File: config.mk
export PLATFORM = sky130hd
export DESIGN_NAME = dpwf_formatter
export DESIGN_NICKNAME = d
export VERILOG_FILES = /design/src/hdl/dpwf_pkg.sv /design/src/hdl/dpwf_formatter.sv
export SDC_FILE = /design/constraint.sdc
export NUM_CORES = 1
export LEC_CHECK = 0
export BUFFER_PORTS_ARGS = -buffer_cell sky130_fd_sc_hd__buf_2
export CAP_MARGIN = 20
export CELL_PAD_IN_SITES_DETAIL_PLACEMENT = 0
export CELL_PAD_IN_SITES_GLOBAL_PLACEMENT = 1
export CORE_MARGIN = 2
export CORE_UTILIZATION = 40
export CTS_BUF_LIST = sky130_fd_sc_hd__clkbuf_4 sky130_fd_sc_hd__clkbuf_8 sky130_fd_sc_hd__clkbuf_16
export CTS_CLUSTER_DIAMETER = 100
export DETAILED_ROUTE_END_ITERATION = 12
export HOLD_SLACK_MARGIN = 0.1
export PLACE_DENSITY = 0.85
export SLEW_MARGIN = 20
export SYNTH_ARGS = -nofsm -noshare
export SYNTH_HDL_FRONTEND = slang
export SYNTH_SLANG_ARGS = --single-unit
File: constraint.sdc
create_clock -name core_clk -period 3.75 [get_ports core_clk]
set_input_delay 1.125 -clock core_clk [delete_from_list [all_inputs] [get_ports core_clk]]
set_output_delay 1.125 -clock core_clk [all_outputs]
set_load 0.01 [all_outputs]
File: src/hdl/dpwf_pkg.sv
// constants and types shared by the direct pixel write formatter
package dpwf_pkg;
  // ********************************
  // register byte offsets
  // ********************************
  localparam logic [7:0] OFS_CTL = 8'h00;
  localparam logic [7:0] OFS_RENDER = 8'h04;
  localparam logic [7:0] OFS_CONST_DA = 8'h08;
  localparam logic [7:0] OFS_SCREEN = 8'h0C;
  localparam logic [7:0] OFS_STATUS = 8'h10;
  // ********************************
  // direct_pixel_access_control fields
  // ********************************
  localparam int CTL_FMT_LSB = 0;
  localparam int CTL_PIPE_BIT = 8;
  localparam int CTL_LANE_LSB = 9;
  localparam int CTL_SWAP_BIT = 11;
  localparam int CTL_SWZ_BIT = 12;
  localparam int CTL_YORG_BIT = 13;
  localparam int CTL_WSEL_BIT = 14;
  localparam logic [31:0] CTL_WMASK = 32'h0001_FFFF;
  // ********************************
  // render_mode_control and other fields
  // ********************************
  localparam int RMC_YORG_BIT = 17;
  localparam int RMC_APLANE_BIT = 18;
  localparam logic [31:0] RMC_WMASK = 32'h0006_0000;
  localparam logic [31:0] CDA_WMASK = 32'hFF00_FFFF;
  localparam int CDA_ALPHA_LSB = 24;
  localparam logic [9:0] SCREEN_LINES_RST = 10'h1E0;
  localparam logic [31:0] RST_ZERO = 32'h0000_0000;
  // w value: 16 integer bits above 32 fraction bits
  localparam int W_FRAC_MSB_LSB = 16;
  // ********************************
  // write format codes
  // ********************************
  localparam logic [3:0] FMT_RGB565 = 4'h0;
  localparam logic [3:0] FMT_RGB555 = 4'h1;
  localparam logic [3:0] FMT_ARGB1555 = 4'h2;
  localparam logic [3:0] FMT_RGB888 = 4'h4;
  localparam logic [3:0] FMT_ARGB8888 = 4'h5;
  localparam logic [3:0] FMT_Z_RGB565 = 4'hC;
  localparam logic [3:0] FMT_Z_RGB555 = 4'hD;
  localparam logic [3:0] FMT_Z_ARGB1555 = 4'hE;
  localparam logic [3:0] FMT_Z_Z = 4'hF;

  typedef struct packed {
    logic [7:0] r;
    logic [7:0] g;
    logic [7:0] b;
    logic [7:0] a;
  } dpwf_px_t;
endpackage

File: src/hdl/dpwf_formatter.sv
// direct pixel write formatter with its apb control registers
// Behaviour
// - four-bit format field selects write layout; codes 3 and 6-11 reserved
// - control bit 8 routes writes through pipeline (1) or straight to buffers (0)
// - two-bit lane field selects ARGB, ABGR, RGBA or BGRA ordering
// - control bit 11 enables 16-bit half-word swapping of write data
// - formats 0-2: swap clear upper half right pixel, lower left; set reverses
// - formats 12-14: swap clear depth upper, colour lower; set exchanges them
// - format 15: swap clear upper right depth, lower left depth; set reverses
// - formats 4 and 5 are never half-word swapped
// - byte swizzle exchanges bytes 31:24 with 7:0 and 23:16 with 15:8
// - write swizzle enable has no effect on read data
// - order is swizzle, then half-word swap, then colour-lane selection
// - direct Y origin bit: clear top, set bottom; used for bypass writes
// - pipeline writes take Y origin from render mode bit 17 instead
// - pipeline W fraction MSBs are write depth, or constant depth if selected
// - all other W bits zero for pipeline writes; W select ignored on bypass
// - format 0 lanes 0/2 red 15:11 green 10:5 blue 4:0; 1/3 swap red/blue
// - formats 0, 1, 4 through pipeline take alpha and depth from constant register
// - format 1 lanes 0/1 use 14:10,9:5,4:0; lanes 2/3 use 15:11,10:6,5:1
// - format 2 alpha at bit 15 for lanes 0/1, bit 0 for 2/3; replicated
// - formats 2 and 5 through pipeline take depth from constant register only
// - format 4 lanes 0/1 colours in low three bytes; 2/3 in upper three
// - format 5 lanes 0/1 alpha at 31:24; lanes 2/3 alpha at 7:0
`timescale 1ns/1ps
`default_nettype none
module dpwf_formatter
(
  input wire logic core_clk,
  input wire logic rst,
  input wire logic psel,
  input wire logic penable,
  input wire logic pwrite,
  input wire logic [7:0] paddr,
  input wire logic [31:0] pwdata,
  output logic [31:0] prdata,
  output logic pready,
  output logic pslverr,
  input wire logic pixWrValid,
  input wire logic [31:0] pixWrData,
  input wire logic [9:0] pixWrX,
  input wire logic [9:0] pixWrY,
  output logic outValid,
  output logic outLeftValid,
  output logic outRightValid,
  output logic outPipe,
  output logic outColorEn,
  output logic outDepthEn,
  output logic outAlphaEn,
  output logic [9:0] outX,
  output logic [9:0] outY,
  output logic [7:0] leftRed,
  output logic [7:0] leftGreen,
  output logic [7:0] leftBlue,
  output logic [7:0] leftAlpha,
  output logic [15:0] leftDepth,
  output logic [47:0] leftW,
  output logic [7:0] rightRed,
  output logic [7:0] rightGreen,
  output logic [7:0] rightBlue,
  output logic [7:0] rightAlpha,
  output logic [15:0] rightDepth,
  output logic [47:0] rightW
);
  // ********************************
  // helper functions
  // ********************************
  function automatic logic [7:0] expand5(input logic [4:0] v);
    expand5 = {v, v[4:2]};
  endfunction

  function automatic logic [7:0] expand6(input logic [5:0] v);
    expand6 = {v, v[5:4]};
  endfunction

  // 16-bit colour word; kind 0 = 5-6-5, 1 = x-5-5-5, 2 = 1-5-5-5
  function automatic dpwf_pkg::dpwf_px_t unpack16(input logic [15:0] h,
    input logic [1:0] kind, input logic [1:0] lane);
    dpwf_pkg::dpwf_px_t p;
    logic [7:0] hiC;
    logic [7:0] loC;
    p = '0;
    hiC = '0;
    loC = '0;
    if (kind == 2'h0)
    begin
      hiC = expand5(h[15:11]);
      p.g = expand6(h[10:5]);
      loC = expand5(h[4:0]);
    end
    else if (!lane[1])
    begin
      hiC = expand5(h[14:10]);
      p.g = expand5(h[9:5]);
      loC = expand5(h[4:0]);
      p.a = {8{h[15]}};
    end
    else
    begin
      hiC = expand5(h[15:11]);
      p.g = expand5(h[10:6]);
      loC = expand5(h[5:1]);
      p.a = {8{h[0]}};
    end
    // odd lane codes put blue in the high field
    p.r = lane[0] ? loC : hiC;
    p.b = lane[0] ? hiC : loC;
    unpack16 = p;
  endfunction

  // 32-bit word for 8-8-8 and 8-8-8-8 layouts
  function automatic dpwf_pkg::dpwf_px_t unpack32(input logic [31:0] v,
    input logic [1:0] lane);
    dpwf_pkg::dpwf_px_t p;
    logic [7:0] hiC;
    logic [7:0] loC;
    p = '0;
    if (!lane[1])
    begin
      p.a = v[31:24];
      hiC = v[23:16];
      p.g = v[15:8];
      loC = v[7:0];
    end
    else
    begin
      hiC = v[31:24];
      p.g = v[23:16];
      loC = v[15:8];
      p.a = v[7:0];
    end
    p.r = lane[0] ? loC : hiC;
    p.b = lane[0] ? hiC : loC;
    unpack32 = p;
  endfunction

  // ********************************
  // apb register file
  // ********************************
  logic [31:0] ctlReg;
  logic [31:0] renderReg;
  logic [31:0] constDa;
  logic [9:0] screenLines;
  logic [15:0] acceptCount;
  logic [15:0] discardCount;
  logic mapped;
  logic wrStrobe;
  logic rdSetup;
  logic [31:0] next_prdata;

  assign mapped = (paddr == dpwf_pkg::OFS_CTL) || (paddr == dpwf_pkg::OFS_RENDER)
    || (paddr == dpwf_pkg::OFS_CONST_DA) || (paddr == dpwf_pkg::OFS_SCREEN)
    || (paddr == dpwf_pkg::OFS_STATUS);
  assign wrStrobe = psel && penable && pready && pwrite;
  assign rdSetup = psel && !penable;

  // reads return stored registers only; write swizzle never reaches them
  always_comb
  begin
    case (paddr)
      dpwf_pkg::OFS_CTL: next_prdata = ctlReg;
      dpwf_pkg::OFS_RENDER: next_prdata = renderReg;
      dpwf_pkg::OFS_CONST_DA: next_prdata = constDa;
      dpwf_pkg::OFS_SCREEN: next_prdata = {22'h00_0000, screenLines};
      dpwf_pkg::OFS_STATUS: next_prdata = {discardCount, acceptCount};
      default: next_prdata = dpwf_pkg::RST_ZERO;
    endcase
  end

  // one access cycle: ready is registered from the setup cycle and high in the first enable cycle
  always_ff @(posedge core_clk)
  begin
    if (rst)
    begin
      pready <= 1'b0;
      pslverr <= 1'b0;
      prdata <= dpwf_pkg::RST_ZERO;
    end
    else
    begin
      pready <= rdSetup;
      pslverr <= rdSetup && !mapped;
      if (rdSetup && !pwrite)
        prdata <= next_prdata;
    end
  end

  always_ff @(posedge core_clk)
  begin
    if (rst)
    begin
      ctlReg <= dpwf_pkg::RST_ZERO;
      renderReg <= dpwf_pkg::RST_ZERO;
      constDa <= dpwf_pkg::RST_ZERO;
      screenLines <= dpwf_pkg::SCREEN_LINES_RST;
    end
    else if (wrStrobe)
    begin
      case (paddr)
        dpwf_pkg::OFS_CTL: ctlReg <= pwdata & dpwf_pkg::CTL_WMASK;
        dpwf_pkg::OFS_RENDER: renderReg <= pwdata & dpwf_pkg::RMC_WMASK;
        dpwf_pkg::OFS_CONST_DA: constDa <= pwdata & dpwf_pkg::CDA_WMASK;
        dpwf_pkg::OFS_SCREEN: screenLines <= pwdata[9:0];
        default: screenLines <= screenLines;
      endcase
    end
  end

  // ********************************
  // control decode
  // ********************************
  logic [3:0] fmtSel;
  logic [1:0] laneSel;
  logic pipeOn;
  logic reservedFmt;
  logic [15:0] constDepth;
  logic [7:0] constAlpha;

  assign fmtSel = ctlReg[dpwf_pkg::CTL_FMT_LSB +: 4];
  assign laneSel = ctlReg[dpwf_pkg::CTL_LANE_LSB +: 2];
  assign pipeOn = ctlReg[dpwf_pkg::CTL_PIPE_BIT];
  assign reservedFmt = (fmtSel == 4'h3) || ((fmtSel > dpwf_pkg::FMT_ARGB8888)
    && (fmtSel < dpwf_pkg::FMT_Z_RGB565));
  assign constDepth = constDa[15:0];
  assign constAlpha = constDa[dpwf_pkg::CDA_ALPHA_LSB +: 8];

  // ********************************
  // data path
  // ********************************
  logic [31:0] swzWord;
  logic [31:0] swapWord;
  logic doSwap;
  logic wide;
  logic [1:0] kind16;
  dpwf_pkg::dpwf_px_t next_left;
  dpwf_pkg::dpwf_px_t next_right;
  logic [15:0] next_leftDepth;
  logic [15:0] next_rightDepth;
  logic next_rightValid;
  logic next_colorEn;
  logic next_depthEn;
  logic next_alphaEn;
  logic yBottom;
  logic [9:0] next_y;

  always_comb
  begin
    // swizzle first, then half-word swap on the swizzled word
    swzWord = ctlReg[dpwf_pkg::CTL_SWZ_BIT]
      ? {pixWrData[7:0], pixWrData[15:8], pixWrData[23:16], pixWrData[31:24]}
      : pixWrData;
    wide = (fmtSel == dpwf_pkg::FMT_RGB888) || (fmtSel == dpwf_pkg::FMT_ARGB8888);
    doSwap = ctlReg[dpwf_pkg::CTL_SWAP_BIT] && !wide;
    swapWord = doSwap ? {swzWord[15:0], swzWord[31:16]} : swzWord;
    kind16 = fmtSel[1:0];
    next_left = '0;
    next_right = '0;
    next_leftDepth = constDepth;
    next_rightDepth = constDepth;
    next_rightValid = 1'b0;
    next_colorEn = 1'b0;
    next_depthEn = 1'b0;
    next_alphaEn = 1'b0;
    case (fmtSel)
      dpwf_pkg::FMT_RGB565, dpwf_pkg::FMT_RGB555, dpwf_pkg::FMT_ARGB1555:
      begin
        next_left = unpack16(swapWord[15:0], kind16, laneSel);
        next_right = unpack16(swapWord[31:16], kind16, laneSel);
        next_rightValid = 1'b1;
        next_colorEn = 1'b1;
        next_alphaEn = (fmtSel == dpwf_pkg::FMT_ARGB1555);
      end
      dpwf_pkg::FMT_RGB888, dpwf_pkg::FMT_ARGB8888:
      begin
        next_left = unpack32(swapWord, laneSel);
        next_colorEn = 1'b1;
        next_alphaEn = (fmtSel == dpwf_pkg::FMT_ARGB8888);
      end
      dpwf_pkg::FMT_Z_RGB565, dpwf_pkg::FMT_Z_RGB555, dpwf_pkg::FMT_Z_ARGB1555:
      begin
        next_left = unpack16(swapWord[15:0], kind16, laneSel);
        next_leftDepth = swapWord[31:16];
        next_colorEn = 1'b1;
        next_depthEn = 1'b1;
        // bypassed 1-5-5-5 with depth keeps only one of alpha and depth
        if (fmtSel == dpwf_pkg::FMT_Z_ARGB1555 && !pipeOn)
        begin
          next_alphaEn = renderReg[dpwf_pkg::RMC_APLANE_BIT];
          next_depthEn = !renderReg[dpwf_pkg::RMC_APLANE_BIT];
        end
        else
          next_alphaEn = (fmtSel == dpwf_pkg::FMT_Z_ARGB1555);
      end
      dpwf_pkg::FMT_Z_Z:
      begin
        next_leftDepth = swapWord[15:0];
        next_rightDepth = swapWord[31:16];
        next_rightValid = 1'b1;
        next_depthEn = 1'b1;
      end
      default:
      begin
        next_rightValid = 1'b0;
      end
    endcase
    // alpha from the constant register where the layout carries none
    if (!next_alphaEn || (fmtSel == dpwf_pkg::FMT_Z_ARGB1555 && !pipeOn))
    begin
      if (fmtSel != dpwf_pkg::FMT_Z_ARGB1555)
      begin
        next_left.a = constAlpha;
        next_right.a = constAlpha;
      end
    end
    if (pipeOn)
    begin
      next_colorEn = 1'b1;
      next_depthEn = 1'b1;
      next_alphaEn = 1'b1;
    end
    yBottom = pipeOn ? renderReg[dpwf_pkg::RMC_YORG_BIT]
      : ctlReg[dpwf_pkg::CTL_YORG_BIT];
    next_y = yBottom ? (screenLines - 10'h001 - pixWrY) : pixWrY;
  end

  // ********************************
  // output registers
  // ********************************
  logic take;
  logic [15:0] wFracLeft;
  logic [15:0] wFracRight;

  assign take = pixWrValid && !reservedFmt;
  assign wFracLeft = ctlReg[dpwf_pkg::CTL_WSEL_BIT] ? constDepth : next_leftDepth;
  assign wFracRight = ctlReg[dpwf_pkg::CTL_WSEL_BIT] ? constDepth : next_rightDepth;

  always_ff @(posedge core_clk)
  begin
    if (rst)
    begin
      outValid <= 1'b0;
      outLeftValid <= 1'b0;
      outRightValid <= 1'b0;
      outPipe <= 1'b0;
      outColorEn <= 1'b0;
      outDepthEn <= 1'b0;
      outAlphaEn <= 1'b0;
      outX <= '0;
      outY <= '0;
      {leftRed, leftGreen, leftBlue, leftAlpha} <= '0;
      {rightRed, rightGreen, rightBlue, rightAlpha} <= '0;
      leftDepth <= '0;
      rightDepth <= '0;
      leftW <= '0;
      rightW <= '0;
    end
    else
    begin
      outValid <= take;
      outLeftValid <= take;
      outRightValid <= take && next_rightValid;
      if (take)
      begin
        outPipe <= pipeOn;
        outColorEn <= next_colorEn;
        outDepthEn <= next_depthEn;
        outAlphaEn <= next_alphaEn;
        outX <= pixWrX;
        outY <= next_y;
        {leftRed, leftGreen, leftBlue, leftAlpha} <= next_left;
        {rightRed, rightGreen, rightBlue, rightAlpha} <= next_right;
        leftDepth <= next_leftDepth;
        rightDepth <= next_rightDepth;
        leftW <= '0;
        rightW <= '0;
        if (pipeOn)
        begin
          leftW[dpwf_pkg::W_FRAC_MSB_LSB +: 16] <= wFracLeft;
          rightW[dpwf_pkg::W_FRAC_MSB_LSB +: 16] <= wFracRight;
        end
      end
    end
  end

  // status counters show accepted and discarded writes
  always_ff @(posedge core_clk)
  begin
    if (rst)
    begin
      acceptCount <= '0;
      discardCount <= '0;
    end
    else if (pixWrValid)
    begin
      if (reservedFmt)
        discardCount <= discardCount + 16'h0001;
      else
        acceptCount <= acceptCount + 16'h0001;
    end
  end
endmodule
`default_nettype wire

==> flow_metrics.py <==
metrics = {
    "grt": {
        "grt_pass1_wl_mm": 73.5,
        "overflow": 0,
        "grt_max_degree": 75,
        "groute.usage.overall_pct": 26.1,
        "grt_pass1_vias": 12200,
        "antenna_found_initial": 1,
    },
    "die": {
        "die_area_um2": 36700,
        "die_w_um": 192,
        "row_count": 68,
        "start_util_pct": 40.7,
        "die_h_um": 192,
        "io_pins": 351,
        "core_um2": 34600,
    },
    "finish": {
        "areaGrowthSynthToFinish_pct": 18.7,
        "fill_cells": 3421,
        "drive_above_1_share_pct": 25.1,
        "final_util_pct": 48.3,
        "antenna_cells": 0,
        "nNetsFinal": 1961,
    },
    "clock_network": {
        "post_cts_buffers": 0,
        "h-tree-depth": 1,
        "clkTransAtPathRegs_ps": 60,
        "cts_sinks": 267,
        "cts_buffers": 30,
        "cts_tree": "yes",
        "post_cts_resized": 0,
        "hold_buffers": 0,
        "clk-insertion-delay-late_ps": 560,
        "cts.path.max_buffers": 3,
        "cts_root_buf": "clkbuf_16",
    },
    "synthesis": {
        "ys_seq_elements": 267,
        "syn_area_per_cell_um2": 8.75,
        "async_reset_ff_share_pct": 0,
        "synthesis.area_um2": 14100,
        "seq_area_frac_synth_pct": 37.9,
        "yosys_warnings": 0,
        "ys_types": 72,
        "ys.flop_type": "dfxtp_1",
        "synth-edff-count": 0,
        "synth_cells": 1609,
    },
    "routing": {
        "drcViolationCount": 0,
        "via_per_inst": 5.71,
        "firstDrtPassIters": 8,
        "drt_iter0_drc": 1345,
        "wl_per_cell_um": 21.5,
        "vias": 13300,
        "routed_wl_mm": 50.0,
        "ant_nets": 0,
    },
    "job": {
        "drv_cap": 0,
    },
    "placed_design": {
        "gp_congestion": 0.912,
        "dp_slack_ps": 508,
        "hpwl_mm": 36.9,
        "port_buffers": 281,
    },
    "timing": {
        "worst_pin_slew_ps": 976,
        "report.final.slew_viol_count": 0,
        "fin_crit_sh_pct": 77.6,
        "skew_ps": 23.8,
        "setup_slack_ps": 838,
        "fmax_mhz": 343,
        "period_needed_ps": 2910,
        "grt_setup_unrepaired": "false",
        "hold_viol": 0,
        "slew_headroom_pct": 34.9,
        "setup_violations": 0,
        "tns_ps": 0,
    },
    "worst_setup_path": {
        "path_class": "flip-flop to flip-flop",
        "critical_path.endpoint_type": "flip-flop",
        "crit_fanout": 23,
        "start_kind": "flip-flop",
        "r2r_slack_ps": 840,
        "crit_required_ps": 4240,
        "cp.arrival_ps": 3400,
    },
    "power_and_ir_drop": {
        "power_per_cell_area_nw_per_um2": 390,
        "ir_drop_uv": 318,
        "power.total_w": 0.00651,
        "p_leak_nw": 7.16,
    },
    "outcome": {
        "status": "finished, final reports clean",
    },
    "hold_path": {
        "hold_path.class": "flip-flop to flip-flop",
    },
}
final timing paths:
| check | end | start | cells past startpoint |
|---|---|---|---|
| min | leftAlpha[0]$_SDFFE_PP0P_ | leftAlpha[0]$_SDFFE_PP0P_ | 2 |
| min reg2reg | leftAlpha[0]$_SDFFE_PP0P_ | leftAlpha[0]$_SDFFE_PP0P_ | 2 |
| max reg2reg | rightRed[2]$_SDFFE_PP0P_ | ctlReg[12]$_SDFFE_PP0P_ | 7 |
| max | rightRed[2]$_SDFFE_PP0P_ | ctlReg[12]$_SDFFE_PP0P_ | 7 |
synth_stat cells, types with 12 or more instances:
cell      instances  area share (%)
a211oi_1         20             1.1
a21oi_1          97             3.4
a221oi_1         14            0.87
a222oi_1         16             1.1
a22o_1           37             2.3
a22oi_1          45             2.4
buf_2            18            0.64
buf_4            75             4.0
clkbuf_1         92             2.5
dfxtp_1         267              38
inv_1            32            0.85
mux2_2           39             3.1
mux2i_1         161              11
mux4_2           15             2.4
nand2_1         129             3.4
nand3_1          24            0.85
nand4_1          12            0.53
nor2_1          182             4.9
nor3_1           21            0.75
o211ai_1         19             1.0
o21ai_0         113             4.0
xnor2_1          16            0.99
xor2_1           15            0.93
flip-flops by register name, summed over array words and instances (netlist names), 16 cells and up:
register,count
acceptCount,16
constDa,24
ctlReg,17
discardCount,16
leftDepth,16
leftW,16
prdata,32
rightDepth,16
rightW,16
where the power goes:
part | leakage, nW | internal, W | switching, W
sequential | 2.17 | 0.00290 | 0.0000417
clock | 0.502 | 0.00177 | 0.00119
combinational | 4.49 | 0.000214 | 0.000396
metrics by stage:
step	instances	cell area [um^2]	hold slack (ps)
after floorplan	1672	14300	456
after global placement	2274	15700	438
after detailed placement	2274	15700	437
after CTS	2325	16700	450
after global routing	2325	16700	469
final	2325	16700	446
metal layers:
| layer | up-vias | track usage, % | part of all wire [%] |
|---|---|---|---|
| li1 | 6165 | - | - |
| met1 | 6378 | 35.2 | 42 |
| met2 | 613 | 41.6 | 45 |
| met3 | 115 | 4.75 | 8.3 |
| met4 | 2 | 9.50 | 3.8 |
| met5 | - | 0 | 0.026 |
layout make-up:
type / instances / area, um^2 / share of cell area (%)
Tap cell: 455 / 569 / 3.41
Sequential cell: 267 / 5350 / 32.0
Timing Repair Buffer: 341 / 1870 / 11.2
Clock inverter: 9 / 109 / 0.651
Clock buffer: 42 / 883 / 5.28
Inverter: 34 / 128 / 0.763
Multi-Input combinational cell: 1177 / 7810 / 46.7
worst max-delay path, cell delays in order (launching register included):
cell	delay (ps)
dfxtp_2	760
buf_4	410
mux2_2	310
a21oi_1	60
a21oi_1	670
mux2i_1	240
mux2i_1	230
a22o_1	150
cells in the final DEF (no fill, tap or decap), types with 31 or more instances in the layout:
cell type and instances:
a22o_1 37, mux2_2 39, conb_1 64, a21oi_1 97, o21ai_0 112, a22oi_1 45, nand2_1 128, clkbuf_16 31
mux2i_1 161, buf_4 60, nor2_1 180, buf_2 280, inv_1 32, dfxtp_1 266
logic make-up after synthesis:
kind of cell    count (synthesis)  synth area share, %
fa+ha+maj                      12                 1.12
flops                         267                 37.9
simple gates                  419                 12.9
buf+inv                       228                 8.45
other cells                     1               0.0266
compound gates                435                 20.5
mux                           215                 17.0
xor+xnor                       32                 2.12
(Power assumes the default switching activity.)
